<file path="config.mk">
export PLATFORM = sky130hd
export DESIGN_NAME = ssp_serial_port
export DESIGN_NICKNAME = d
export VERILOG_FILES = /design/src/verilog/ssp_pkg.sv /design/src/verilog/ssp_serial_port.sv
export SDC_FILE = /design/constraint.sdc
export NUM_CORES = 1
export LEC_CHECK = 0
export ABC_AREA = 0
export BUFFER_PORTS_ARGS = -buffer_cell sky130_fd_sc_hd__buf_2
export CELL_PAD_IN_SITES_DETAIL_PLACEMENT = 1
export CELL_PAD_IN_SITES_GLOBAL_PLACEMENT = 1
export CORE_UTILIZATION = 35
export CTS_BUF_LIST = sky130_fd_sc_hd__clkbuf_4 sky130_fd_sc_hd__clkbuf_8
export CTS_CLUSTER_DIAMETER = 50
export CTS_CLUSTER_SIZE = 28
export DETAILED_ROUTE_END_ITERATION = 10
export PLACE_DENSITY = 0.73
export SYNTH_ARGS = -nofsm -noshare
export SYNTH_HDL_FRONTEND = slang
export SYNTH_SLANG_ARGS = --single-unit
</file>
<file path="constraint.sdc">
create_clock -name clk_i -period 6.5 [get_ports clk_i]
set_clock_uncertainty 0.05 [all_clocks]
set_input_delay 0.975 -clock clk_i [delete_from_list [all_inputs] [get_ports clk_i]]
set_output_delay 0.975 -clock clk_i [all_outputs]
set_load 0.02 [all_outputs]
</file>
<file path="src/verilog/ssp_pkg.sv">
package ssp_pkg;

  localparam logic [3:0] STAT_REG = 4'h0;
  localparam logic [3:0] CON1_REG = 4'h1;
  localparam logic [3:0] BUF_REG  = 4'h2;
  localparam logic [3:0] CON2_REG = 4'h3;

  localparam int STAT_EN_BIT   = 15;
  localparam int STAT_IDLE_BIT = 13;
  localparam int STAT_OVF_BIT  = 6;
  localparam int STAT_TBF_BIT  = 1;
  localparam int STAT_RBF_BIT  = 0;

  localparam int CON1_CKDIS_BIT = 12;
  localparam int CON1_DODIS_BIT = 11;
  localparam int CON1_W16_BIT   = 10;
  localparam int CON1_SMP_BIT   = 9;
  localparam int CON1_CKE_BIT   = 8;
  localparam int CON1_SSU_BIT   = 7;
  localparam int CON1_CKP_BIT   = 6;
  localparam int CON1_MST_BIT   = 5;
  localparam int CON1_SEC_LSB   = 2;
  localparam int CON1_PRI_LSB   = 0;
  localparam int CON2_FRM_BIT   = 15;

  localparam logic [15:0] CON1_MASK  = 16'h1FFF;
  localparam logic [15:0] CON2_MASK  = 16'h8000;
  localparam logic [15:0] RESET_WORD = 16'h0000;

  localparam logic [7:0] PRI_DIV_64 = 8'h40;
  localparam logic [7:0] PRI_DIV_16 = 8'h10;
  localparam logic [7:0] PRI_DIV_4  = 8'h04;
  localparam logic [7:0] PRI_DIV_1  = 8'h01;

  typedef struct packed {
    logic       on;
    logic       halt_in_idle;
    logic       clock_pin_disable;
    logic       data_out_pin_disable;
    logic       word_width_select;
    logic       input_sample_phase;
    logic       clock_edge;
    logic       select_pin_use;
    logic       clock_idle_polarity;
    logic       master_role_select;
    logic [2:0] secondary_divider;
    logic [1:0] primary_divider;
    logic       framing_enable;
  } ssp_cfg_type;

  typedef struct packed {
    logic sck;
    logic sdo;
    logic ss_n;
  } ssp_pins_type;

  typedef enum logic [1:0] {
    SSP_IDLE,
    SSP_LEAD,
    SSP_TRAIL
  } ssp_state_type;

endpackage

</file>
<file path="src/verilog/ssp_serial_port.sv">
`timescale 1ns/1ps
// Functional notes
// - A 16-bit shift register plus a buffer location exchanges data with software.
// - Four lines: data in, data out, shift clock, active-low select.
// - Master role drives the shift clock; slave role takes it in.
// - Enable bit gives pins to the port; clearing it disables the port.
// - Halt-in-idle bit stops the port while the device idles.
// - Word completed while previous unread sets overflow and is discarded.
// - Buffer write loads transmit buffer and sets transmit-full.
// - Transmit-full clears when transmit buffer moves to shift register.
// - Completed word moved to receive buffer sets receive-full.
// - Buffer read returns receive buffer and clears receive-full.
// - Master clock-disable bit releases the clock pin; the clock keeps running inside the port.
// - Data-out-disable bit releases the data pin; otherwise the port drives it.
// - Width bit picks 16-bit words when set, 8-bit when clear.
// - Master samples at end of data time when set, middle when clear.
// - Clock-edge bit set: data changes active-to-idle; clear: idle-to-active.
// - Slave select-use bit makes the port honour the select pin.
// - Polarity bit set: clock idles high; clear: clock idles low.
// - Framing bit turns select pin into a frame sync pulse in master role only; a slave ignores it.
module ssp_serial_port
  import ssp_pkg::*;
#(
  parameter int WORD_W = 16
) (
  input  wire logic        clk_i,
  input  wire logic        srst_i,
  input  wire logic [3:0]  addr_i,
  input  wire logic [15:0] wdata_i,
  input  wire logic        wr_i,
  input  wire logic        rd_i,
  output logic      [15:0] rdata_o,
  input  wire logic        device_idle_i,
  input  wire logic        sdi_i,
  input  wire logic        sck_i,
  input  wire logic        ss_n_i,
  output logic             sdo_o,
  output logic             sdo_oe_o,
  output logic             sck_o,
  output logic             sck_oe_o,
  output logic             ss_n_o,
  output logic             ss_n_oe_o
);

  function automatic logic [7:0] pri_div(input logic [1:0] code);
    case (code)
      2'h0:    pri_div = PRI_DIV_64;
      2'h1:    pri_div = PRI_DIV_16;
      2'h2:    pri_div = PRI_DIV_4;
      default: pri_div = PRI_DIV_1;
    endcase
  endfunction

  ssp_cfg_type         cfg;
  logic [WORD_W-1:0]   shift_register;
  logic [WORD_W-1:0]   transmit_buffer;
  logic [WORD_W-1:0]   receive_buffer;
  logic                transmit_full_flag;
  logic                receive_full_flag;
  logic                receive_overflow_flag;
  ssp_state_type       state;
  logic [4:0]          bit_cnt;
  logic [10:0]         div_cnt;
  logic                sck_int;
  logic                sampled_bit;
  logic                sdo_q;
  logic                frame_q;
  logic [2:0]          sdi_s;
  logic [2:0]          sck_s;
  logic [2:0]          ss_s;
  logic [15:0]         rdata;
  logic                sck_q;

  wire        wr_buf   = wr_i && (addr_i == BUF_REG);
  wire        rd_buf   = rd_i && (addr_i == BUF_REG);
  wire        wr_stat  = wr_i && (addr_i == STAT_REG);
  wire        wr_con1  = wr_i && (addr_i == CON1_REG);
  wire        wr_con2  = wr_i && (addr_i == CON2_REG);
  wire        run      = cfg.on && !(cfg.halt_in_idle && device_idle_i);
  wire        master   = cfg.master_role_select;
  wire [4:0]  last_bit = cfg.word_width_select ? 5'h0F : 5'h07;
  wire [10:0] half_div = {3'h0, pri_div(cfg.primary_divider)}
                         * ({8'h00, 3'h7 - cfg.secondary_divider} + 11'h1);
  wire        div_tick = (div_cnt >= half_div - 11'h1);
  // Link edges found from the synchronised shift clock; slice 1 and 2 are past the first stage.
  wire        sck_sync = sck_s[1];
  wire        sck_prev = sck_s[2];
  wire        ss_sync  = ss_s[1];
  wire        sdi_sync = sdi_s[1];
  // Leading edge leaves idle level, trailing edge returns to it.
  wire        lead_in  = (sck_sync != sck_prev) && (sck_sync != cfg.clock_idle_polarity);
  wire        trail_in = (sck_sync != sck_prev) && (sck_sync == cfg.clock_idle_polarity);
  // Select pin honoured only when select use is on.
  wire        slave_ok = !cfg.select_pin_use || !ss_sync;
  wire        m_lead   = master && (state == SSP_LEAD) && div_tick;
  wire        m_trail  = master && (state == SSP_TRAIL) && div_tick;
  wire        lead_ev  = master ? m_lead : (run && slave_ok && lead_in);
  wire        trail_ev = master ? m_trail : (run && slave_ok && trail_in);
  // Clock-edge bit picks which edge shifts out and which samples in.
  wire        shift_ev = cfg.clock_edge ? trail_ev : lead_ev;
  wire        samp_mid = cfg.clock_edge ? lead_ev : trail_ev;
  // Master end-of-time sampling uses the shifting edge.
  wire        samp_ev  = (master && cfg.input_sample_phase) ? shift_ev : samp_mid;
  wire        word_end = shift_ev && (bit_cnt == last_bit) && (state != SSP_IDLE);
  wire        load_ok  = transmit_full_flag && run && (state == SSP_IDLE);
  wire [WORD_W-1:0] next_shift = {shift_register[WORD_W-2:0], sampled_bit};

  // Buffer read returns the receive buffer.
  assign rdata = (addr_i == STAT_REG) ? {cfg.on, 1'b0, cfg.halt_in_idle, 6'h00,
                                         receive_overflow_flag, 4'h0,
                                         transmit_full_flag, receive_full_flag} :
                 (addr_i == CON1_REG) ? {3'h0, cfg.clock_pin_disable,
                                         cfg.data_out_pin_disable, cfg.word_width_select,
                                         cfg.input_sample_phase, cfg.clock_edge,
                                         cfg.select_pin_use, cfg.clock_idle_polarity,
                                         cfg.master_role_select, cfg.secondary_divider,
                                         cfg.primary_divider} :
                 (addr_i == BUF_REG)  ? receive_buffer :
                 (addr_i == CON2_REG) ? {cfg.framing_enable, 15'h0000} : 16'h0000;

  // Pins belong to the port only while enabled.
  // Clock pin released when disabled in master role.
  assign sck_oe_o  = cfg.on && master && !cfg.clock_pin_disable;
  assign sck_o     = sck_q;
  // Data pin released when data-out is disabled.
  assign sdo_oe_o  = cfg.on && !cfg.data_out_pin_disable;
  assign sdo_o     = sdo_q;
  // Master framing drives an active-low sync pulse on the select pin.
  assign ss_n_oe_o = cfg.on && master && cfg.framing_enable;
  assign ss_n_o    = !frame_q;

  always_ff @(posedge clk_i) begin
    if (srst_i) begin
      sdi_s <= 3'h0;
      sck_s <= 3'h0;
      ss_s  <= 3'h7;
    end else begin
      sdi_s <= {sdi_s[1:0], sdi_i};
      sck_s <= {sck_s[1:0], sck_i};
      ss_s  <= {ss_s[1:0], ss_n_i};
    end
  end

  always_ff @(posedge clk_i) begin
    if (srst_i) begin
      cfg <= '0;
      rdata_o <= RESET_WORD;
    end else begin
      rdata_o <= rd_i ? rdata : RESET_WORD;
      if (wr_stat) begin
        cfg.on           <= wdata_i[STAT_EN_BIT];
        cfg.halt_in_idle <= wdata_i[STAT_IDLE_BIT];
      end
      if (wr_con1) begin
        cfg.clock_pin_disable    <= wdata_i[CON1_CKDIS_BIT];
        cfg.data_out_pin_disable <= wdata_i[CON1_DODIS_BIT];
        cfg.word_width_select    <= wdata_i[CON1_W16_BIT];
        cfg.input_sample_phase   <= wdata_i[CON1_SMP_BIT];
        cfg.clock_edge           <= wdata_i[CON1_CKE_BIT];
        cfg.select_pin_use       <= wdata_i[CON1_SSU_BIT];
        cfg.clock_idle_polarity  <= wdata_i[CON1_CKP_BIT];
        cfg.master_role_select   <= wdata_i[CON1_MST_BIT];
        cfg.secondary_divider    <= wdata_i[CON1_SEC_LSB +: 3];
        cfg.primary_divider      <= wdata_i[CON1_PRI_LSB +: 2];
      end
      if (wr_con2) begin
        cfg.framing_enable <= wdata_i[CON2_FRM_BIT];
      end
    end
  end

  // Buffer write loads and sets full; move clears it.
  always_ff @(posedge clk_i) begin
    if (srst_i) begin
      transmit_buffer    <= '0;
      transmit_full_flag <= 1'b0;
    end else begin
      if (wr_buf) begin
        transmit_buffer <= wdata_i[WORD_W-1:0];
      end
      transmit_full_flag <= wr_buf || (transmit_full_flag && !load_ok);
    end
  end

  // Receive-full set on move; overflow keeps old word.
  always_ff @(posedge clk_i) begin
    if (srst_i) begin
      receive_buffer        <= '0;
      receive_full_flag     <= 1'b0;
      receive_overflow_flag <= 1'b0;
    end else begin
      if (word_end && !receive_full_flag) begin
        receive_buffer <= cfg.word_width_select ? next_shift
                          : {8'h00, next_shift[7:0]};
      end
      // Read clears receive-full; a word ending with the read is discarded as overflow.
      receive_full_flag <= (word_end && !receive_full_flag)
                           || (receive_full_flag && !rd_buf);
      receive_overflow_flag <= (word_end && receive_full_flag)
                               || (receive_overflow_flag
                                   && !(wr_stat && !wdata_i[STAT_OVF_BIT]));
    end
  end

  // Shift engine; master starts when loaded, MSB first.
  always_ff @(posedge clk_i) begin
    if (srst_i || !run) begin
      state          <= SSP_IDLE;
      shift_register <= '0;
      bit_cnt        <= 5'h00;
      div_cnt        <= 11'h000;
      sampled_bit    <= 1'b0;
      sdo_q          <= 1'b0;
      frame_q        <= 1'b0;
      // A stopped port holds the clock at its idle level.
      sck_q          <= !srst_i && cfg.clock_idle_polarity;
    end else begin
      div_cnt <= (state == SSP_IDLE || div_tick) ? 11'h000 : div_cnt + 11'h001;
      if (samp_ev) begin
        sampled_bit <= sdi_sync;
      end
      if (load_ok) begin
        shift_register <= transmit_buffer;
        bit_cnt        <= 5'h00;
        state          <= SSP_LEAD;
        frame_q        <= master && cfg.framing_enable;
        sdo_q          <= cfg.word_width_select ? transmit_buffer[15] : transmit_buffer[7];
      end else if (shift_ev && state != SSP_IDLE) begin
        shift_register <= next_shift;
        bit_cnt        <= bit_cnt + 5'h01;
        sdo_q          <= cfg.word_width_select ? next_shift[15] : next_shift[7];
        frame_q        <= 1'b0;
      end
      if (master && m_lead) begin
        state <= SSP_TRAIL;
      end else if (master && m_trail) begin
        state <= (bit_cnt == last_bit) ? SSP_IDLE : SSP_LEAD;
      end else if (!master && word_end) begin
        state <= SSP_IDLE;
      end else if (!master && state == SSP_IDLE && !load_ok && lead_ev) begin
        state <= SSP_LEAD;
      end
      // Master generates the clock; idle level from polarity.
      sck_q <= (master && state == SSP_TRAIL && !(m_trail))
               || (master && m_lead) ? !cfg.clock_idle_polarity
                                     : cfg.clock_idle_polarity;
    end
  end

endmodule

</file>
==> results.json, run 1 <==
{
  "cts.sinks": 111,
  "netlist_area_sq_um": 5760,
  "grt_first_pass_wirelength_um": 28300,
  "path_class": "register to register",
  "rsz0062_at_grt": "no",
  "path_max_fanout": 22,
  "gp_congestion": 0.881,
  "drtPass1Iterations": 5,
  "routed_wl_um": 17900,
  "io_buffers": 49,
  "max_slew.worst_pin.slew_ns": 1.23,
  "yosysSeqAreaShare": 0.386,
  "yosys_warnings": 0,
  "h-tree-depth": 3,
  "muxShareOfSynthArea": 0.0145,
  "fillers": 1949,
  "vias": 5238,
  "numCtsBuffers": 9,
  "start_util": 0.360,
  "syn-instance-count": 695,
  "outcome": "finished clean",
  "diodes": 0,
  "ctsResizeCount": 0,
  "p_per_area_nw_per_um2": 182,
  "ir_worst_vdd_mv": 0.103,
  "area.sequential_sq_um": 2220,
  "grt_pass1_vias": 5317,
  "layout.cells.non_filler": 945,
  "crit_required_ns": 6.77,
  "grt_overflow_total": 0,
  "syn-num-nets": 757,
  "core_area_sq_um": 16000,
  "relSlewSlack": 0.175,
  "drc_errors": 0,
  "placed_cells": 929,
  "fin_crit_sh": 0.917,
  "synthTopCellsByCount": "111 x dfxtp_1, 110 x nand2_1, 61 x a21oi_1",
  "die_y_um": 130,
  "yosysTopAreaCellShare": 0.386,
  "setup_tns_ns": 0,
  "pin_count": 50,
  "cts_hold_buf": 0,
  "synth_most_common_cell": "dfxtp_1",
  "fmax_mhz": 168,
  "clk_latency_ns": 0.41,
  "end_kind": "register",
  "drv_cap": 0,
  "finalNetCount": 786,
  "die_area_sq_um": 17000,
  "syn_area_per_cell_sq_um": 8.29,
  "hp-class": "register to register",
  "synth_ff_type": "dfxtp_1",
  "gr-usage-all-layers": 0.223,
  "finalSetupViolCount": 0,
  "hold_viol": 0,
  "area_growth_pct": 11.0,
  "drive_gt1_frac": 0.129,
  "synth_area_leaders": "dfxtp_1 39%, nand2_1 7.2%, ha_1 6.5%",
  "row_count": 46,
  "whs_ns": 0.376,
  "synthSimpleGateAreaFrac": 0.243,
  "clockRootBuffer": "clkbuf_8",
  "drv_slew": 0,
  "leakage_nw": 2.41,
  "antenna_found_initial": 0,
  "clk_pin_slew_ns": 0.11,
  "synth-seq-cells": 111,
  "grt_max_degree": 39,
  "start_kind": "register",
  "multiInputGateArea_sq_um": 3310,
  "synth_fa_ha_area_frac": 0.0790,
  "wl_per_cell_um": 18.9,
  "synth-xor-area-share": 0.0365,
  "ant_nets": 0,
  "die_w_um": 130,
  "cp_data_arrival_time_ns": 6.23,
  "synth-async-reset-ratio": 0,
  "synth_compound_area_frac": 0.198,
  "synth_top_cell_by_area": "dfxtp_1",
  "hpwlAfterDp_um": 13400,
  "tritoncts": "built",
  "ys_types": 58,
  "post_cts_buffers": 0,
  "finalCriticalPeriod_ns": 5.96,
  "cts_buffer_depth": 2,
  "synth_top_family_by_area": "simple AND/OR/NAND/NOR gates",
  "synth_edf_count": 0,
  "vias_per_cell": 5.54,
  "drt_iter0_drc": 247
}
[where the power goes]
group | total (W) | switching (W) | internal [W]
clock | 0.000412 | 0.000261 | 0.000151
sequential | 0.000689 | 0.00000475 | 0.000685
combinational | 0.0000649 | 0.0000422 | 0.0000228
total | 0.00117 | 0.000308 | 0.000858
[cell usage in the layout, fill, tap and decap left out, types with 13 or more instances in the layout]
cell type	netlist	final
inv_1	20	20
and3_1	21	21
o211ai_1	14	14
dfxtp_1	111	111
nor2b_1	16	16
nand2_1	110	110
a22oi_1	25	25
nand3_1	29	29
a21oi_1	61	61
buf_2	8	49
o31ai_1	24	22
nor2_1	49	49
nand4_1	13	13
ha_1	30	30
[per-stage QoR]
step                power, W  setup slack (ns)  cell area (sq um)  utilization
floorplan           0.000741              1.71               5760            -
global placement    0.000767             0.892               6210        0.388
detailed placement  0.000769             0.636               6210        0.388
CTS                  0.00118             0.577               6400        0.400
global route         0.00122            0.0728               6400        0.400
finish               0.00117             0.540               6400        0.400
[critical path, stage by stage (launching register included)]
cell	delay (ns)
dfxtp_1	0.46
inv_1	0.10
ha_1	0.22
xor2_1	0.34
xnor2_1	0.19
nand3_1	0.11
ha_1	0.21
a31oi_1	0.19
fa_1	0.20
inv_1	0.04
ha_1	0.31
a31oi_1	0.24
o21ai_0	0.19
o41ai_1	0.35
xnor2_1	0.16
ha_1	0.33
a21oi_1	0.21
o21ai_1	0.18
a221oi_1	0.45
a21boi_2	0.79
nor2_1	0.11
buf_4	0.23
o211ai_1	0.22
[layout make-up]
cell class                 count  area share
timing repair buffer          60      0.0513
multi-input combinational    522       0.518
clock inverter                 6     0.00880
inverter                      20      0.0117
clock buffer                  10      0.0205
tap                          216      0.0423
sequential                   111       0.347
[worst paths after layout]
| path | slack [ns] | depth (start not counted) | from | end |
|---|---|---|---|---|
| setup reg to reg | 0.54 | 22 | cfg[3] | shift_register[8] |
| hold / removal | 0.38 | 1 | ss_s[0] | ss_s[1] |
| setup / recovery | 0.54 | 22 | cfg[3] | shift_register[8] |
| hold reg to reg | 0.38 | 1 | ss_s[0] | ss_s[1] |
[routing by layer]
layer | wire length (um) | global-route usage | vias to the layer above | share of wire
met4 | 228 | 0.0698 | 0 | 0.013
met2 | 8170 | 0.359 | 116 | 0.46
li1 | - | - | 2536 | -
met5 | 0 | 0 | - | 0
met1 | 8680 | 0.304 | 2570 | 0.48
met3 | 825 | 0.0353 | 16 | 0.046
[registers in the layout, indices dropped and copies added (netlist names)]
| name | flops |
|---|---|
| cfg | 15 |
| sck_s | 3 |
| bit_cnt | 5 |
| ss_s | 2 |
| sampled_bit | 1 |
| transmit_buffer | 16 |
| receive_buffer | 16 |
| transmit_full_flag | 1 |
| receive_overflow_flag | 1 |
| div_cnt | 11 |
| sdi_s | 2 |
| sck_o | 1 |
| sdo_o | 1 |
| state | 2 |
| master | 1 |
| rdata_o | 16 |
| frame_q | 1 |
| receive_full_flag | 1 |
| shift_register | 15 |
[logic make-up after synthesis]
logic type,Yosys count
AOI/OAI and AO/OA,170
xor gates and xnor gates,24
and+or+nand+nor,287
muxes,7
DFF,111
buffers and inverters,62
adders and majority gates,34
Power figures use the tool's default switching activity.
==> inputs of run 2 (changes only) <==
--- a/config.mk
+++ b/config.mk
@@ -6,7 +6,7 @@
 export NUM_CORES = 1
 export LEC_CHECK = 0
 export ABC_AREA = 0
-export BUFFER_PORTS_ARGS = -buffer_cell sky130_fd_sc_hd__buf_2
+export BUFFER_PORTS_ARGS = -buffer_cell sky130_fd_sc_hd__clkbuf_2
 export CELL_PAD_IN_SITES_DETAIL_PLACEMENT = 1
 export CELL_PAD_IN_SITES_GLOBAL_PLACEMENT = 1
 export CORE_UTILIZATION = 35
==> results.json, run 2 (synthesis gave the netlist of run 1 again) <==
{
  "fin_crit_sh": 0.925,
  "cts_buffer_depth": 2,
  "layout.cells.non_filler": 945,
  "setup_tns_ns": 0,
  "crit_family": "compound AO/OA/AOI/OAI gates",
  "path_buf_inv": 3,
  "crit_top_cell": "ha_1",
  "die_area_sq_um": 17000,
  "end_kind": "register",
  "rsz0062_at_grt": "no",
  "pin_count": 50,
  "path_max_fanout": 22,
  "ant_nets": 0,
  "clk_pin_slew_ns": 0.11,
  "drv_cap": 0,
  "whs_ns": 0.376,
  "crit_required_ns": 6.77,
  "postLayoutSetupSlackWorst_ns": 0.485,
  "finalNetCount": 786,
  "gr-usage-all-layers": 0.222,
  "fmax_mhz": 166,
  "drt_iter0_drc": 291,
  "h-tree-depth": 3,
  "top_regs": "rdata_o: 16 flops, receive_buffer: 16 flops, transmit_buffer: 16 flops",
  "vias_per_cell": 5.56,
  "relSlewSlack": 0.138,
  "area_growth_pct": 11.4,
  "hold_viol": 0,
  "max_slew.worst_pin.slew_ns": 1.29,
  "numCtsBuffers": 9,
  "clk_latency_ns": 0.41,
  "row_count": 46,
  "tritoncts": "built",
  "grt_first_pass_wirelength_um": 28500,
  "reg2reg_from": "cfg[3]",
  "die_y_um": 130,
  "r2r_end": "receive_full_flag",
  "hold_depth": 1,
  "start_kind": "register",
  "final_cell_mix": "111 x dfxtp_1, 110 x nand2_1, 61 x a21oi_1",
  "outcome": "finished clean",
  "p_per_area_nw_per_um2": 189,
  "path_class": "register to register",
  "drv_slew": 0,
  "post_cts_buffers": 0,
  "holdCritStartpoint": "ss_s[0]",
  "antenna_found_initial": 0,
  "ctsResizeCount": 0,
  "grt_pass1_vias": 5312,
  "leakage_nw": 2.41,
  "final_util": 0.401,
  "cp_data_arrival_time_ns": 6.28,
  "worstPathCellList": "inv_1 > ha_1 > xor2_1 > xnor2_1 > nand3_1 > ha_1 > a31oi_1 > fa_1 > inv_1 > ha_1 > a31oi_1 > o21ai_0 > o41ai_1 > xnor2_1 > ha_1 > a21oi_1 > o21ai_1 > a221oi_1 > a21boi_2 > buf_4 > nor4_1 > o21a_1",
  "diodes": 0,
  "final_common_cell": "dfxtp_1",
  "core_area_sq_um": 16000,
  "holdPathEnd": "ss_s[1]",
  "placed_cells": 929,
  "cp-startpoint": "cfg[3]",
  "rr_worst_depth": 22,
  "die_w_um": 130,
  "clockRootBuffer": "clkbuf_8",
  "finalSetupViolCount": 0,
  "io_buffers": 49,
  "rrSetupSlack_ns": 0.49,
  "grt_overflow_total": 0,
  "finalCriticalPeriod_ns": 6.01,
  "drtPass1Iterations": 5,
  "pre_cts_ws_ns": 0.608,
  "hpwlAfterDp_um": 13500,
  "ir_worst_vdd_mv": 0.0887,
  "wl_per_cell_um": 19.0,
  "vias": 5250,
  "cts.sinks": 111,
  "start_util": 0.360,
  "drc_errors": 0,
  "cts_hold_buf": 0,
  "routed_wl_um": 17900,
  "hp-class": "register to register",
  "grt_max_degree": 34,
  "critPathSlowestCell": "a21boi_2",
  "cp_slowest_stage_delay_ns": 0.78,
  "gp_congestion": 0.894,
  "drive_gt1_frac": 0.129
}
==> run 2: through the flow <==
stage	instance area (sq um)	total power (W)
2_1_floorplan	5760	0.000741
3_3_place_gp	6210	0.000767
3_5_place_dp	6210	0.000770
4_1_cts	6420	0.00122
5_1_grt	6420	0.00126
6_report	6420	0.00121
==> run 2: area by class of cell <==
type | count | area, sq um
Clock buffer | 9 | 124
Multi-Input combinational cell | 522 | 3310
Fill cell | 1964 | 9580
Sequential cell | 111 | 2220
Tap cell | 216 | 270
Clock inverter | 7 | 86.3
Timing Repair Buffer | 60 | 328
Inverter | 20 | 75.1
==> run 2: how the worst max path moves through the flow <==
| stage | end | slack, ns | cells past startpoint |
|---|---|---|---|
| 2_1_floorplan | receive_full_flag | 1.71 | 22 |
| 3_3_place_gp | receive_full_flag | 0.92 | 22 |
| 3_5_place_dp | receive_full_flag | 0.61 | 22 |
| 4_1_cts | shift_register[6] | 0.56 | 22 |
| 5_1_grt | shift_register[6] | 0.04 | 22 |
| 6_report | receive_full_flag | 0.49 | 22 |
==> run 2: routing by layer <==
| layer | share of wire | wire [um] | up-vias | track usage |
|---|---|---|---|---|
| met5 | 0 | 0 | - | 0 |
| met4 | 0.019 | 348 | 0 | 0.0725 |
| met3 | 0.045 | 803 | 28 | 0.0361 |
| met2 | 0.44 | 7860 | 140 | 0.342 |
| met1 | 0.50 | 8910 | 2547 | 0.315 |
| li1 | - | - | 2535 | - |
==> run 2: power breakdown <==
group          leakage (nW)  internal (W)  switching [W]   total, W
Sequential            0.896      0.000685     0.00000468   0.000689
Clock                 0.108      0.000187       0.000269   0.000456
Combinational          1.40     0.0000227      0.0000419  0.0000646
Total                  2.41      0.000894       0.000316    0.00121
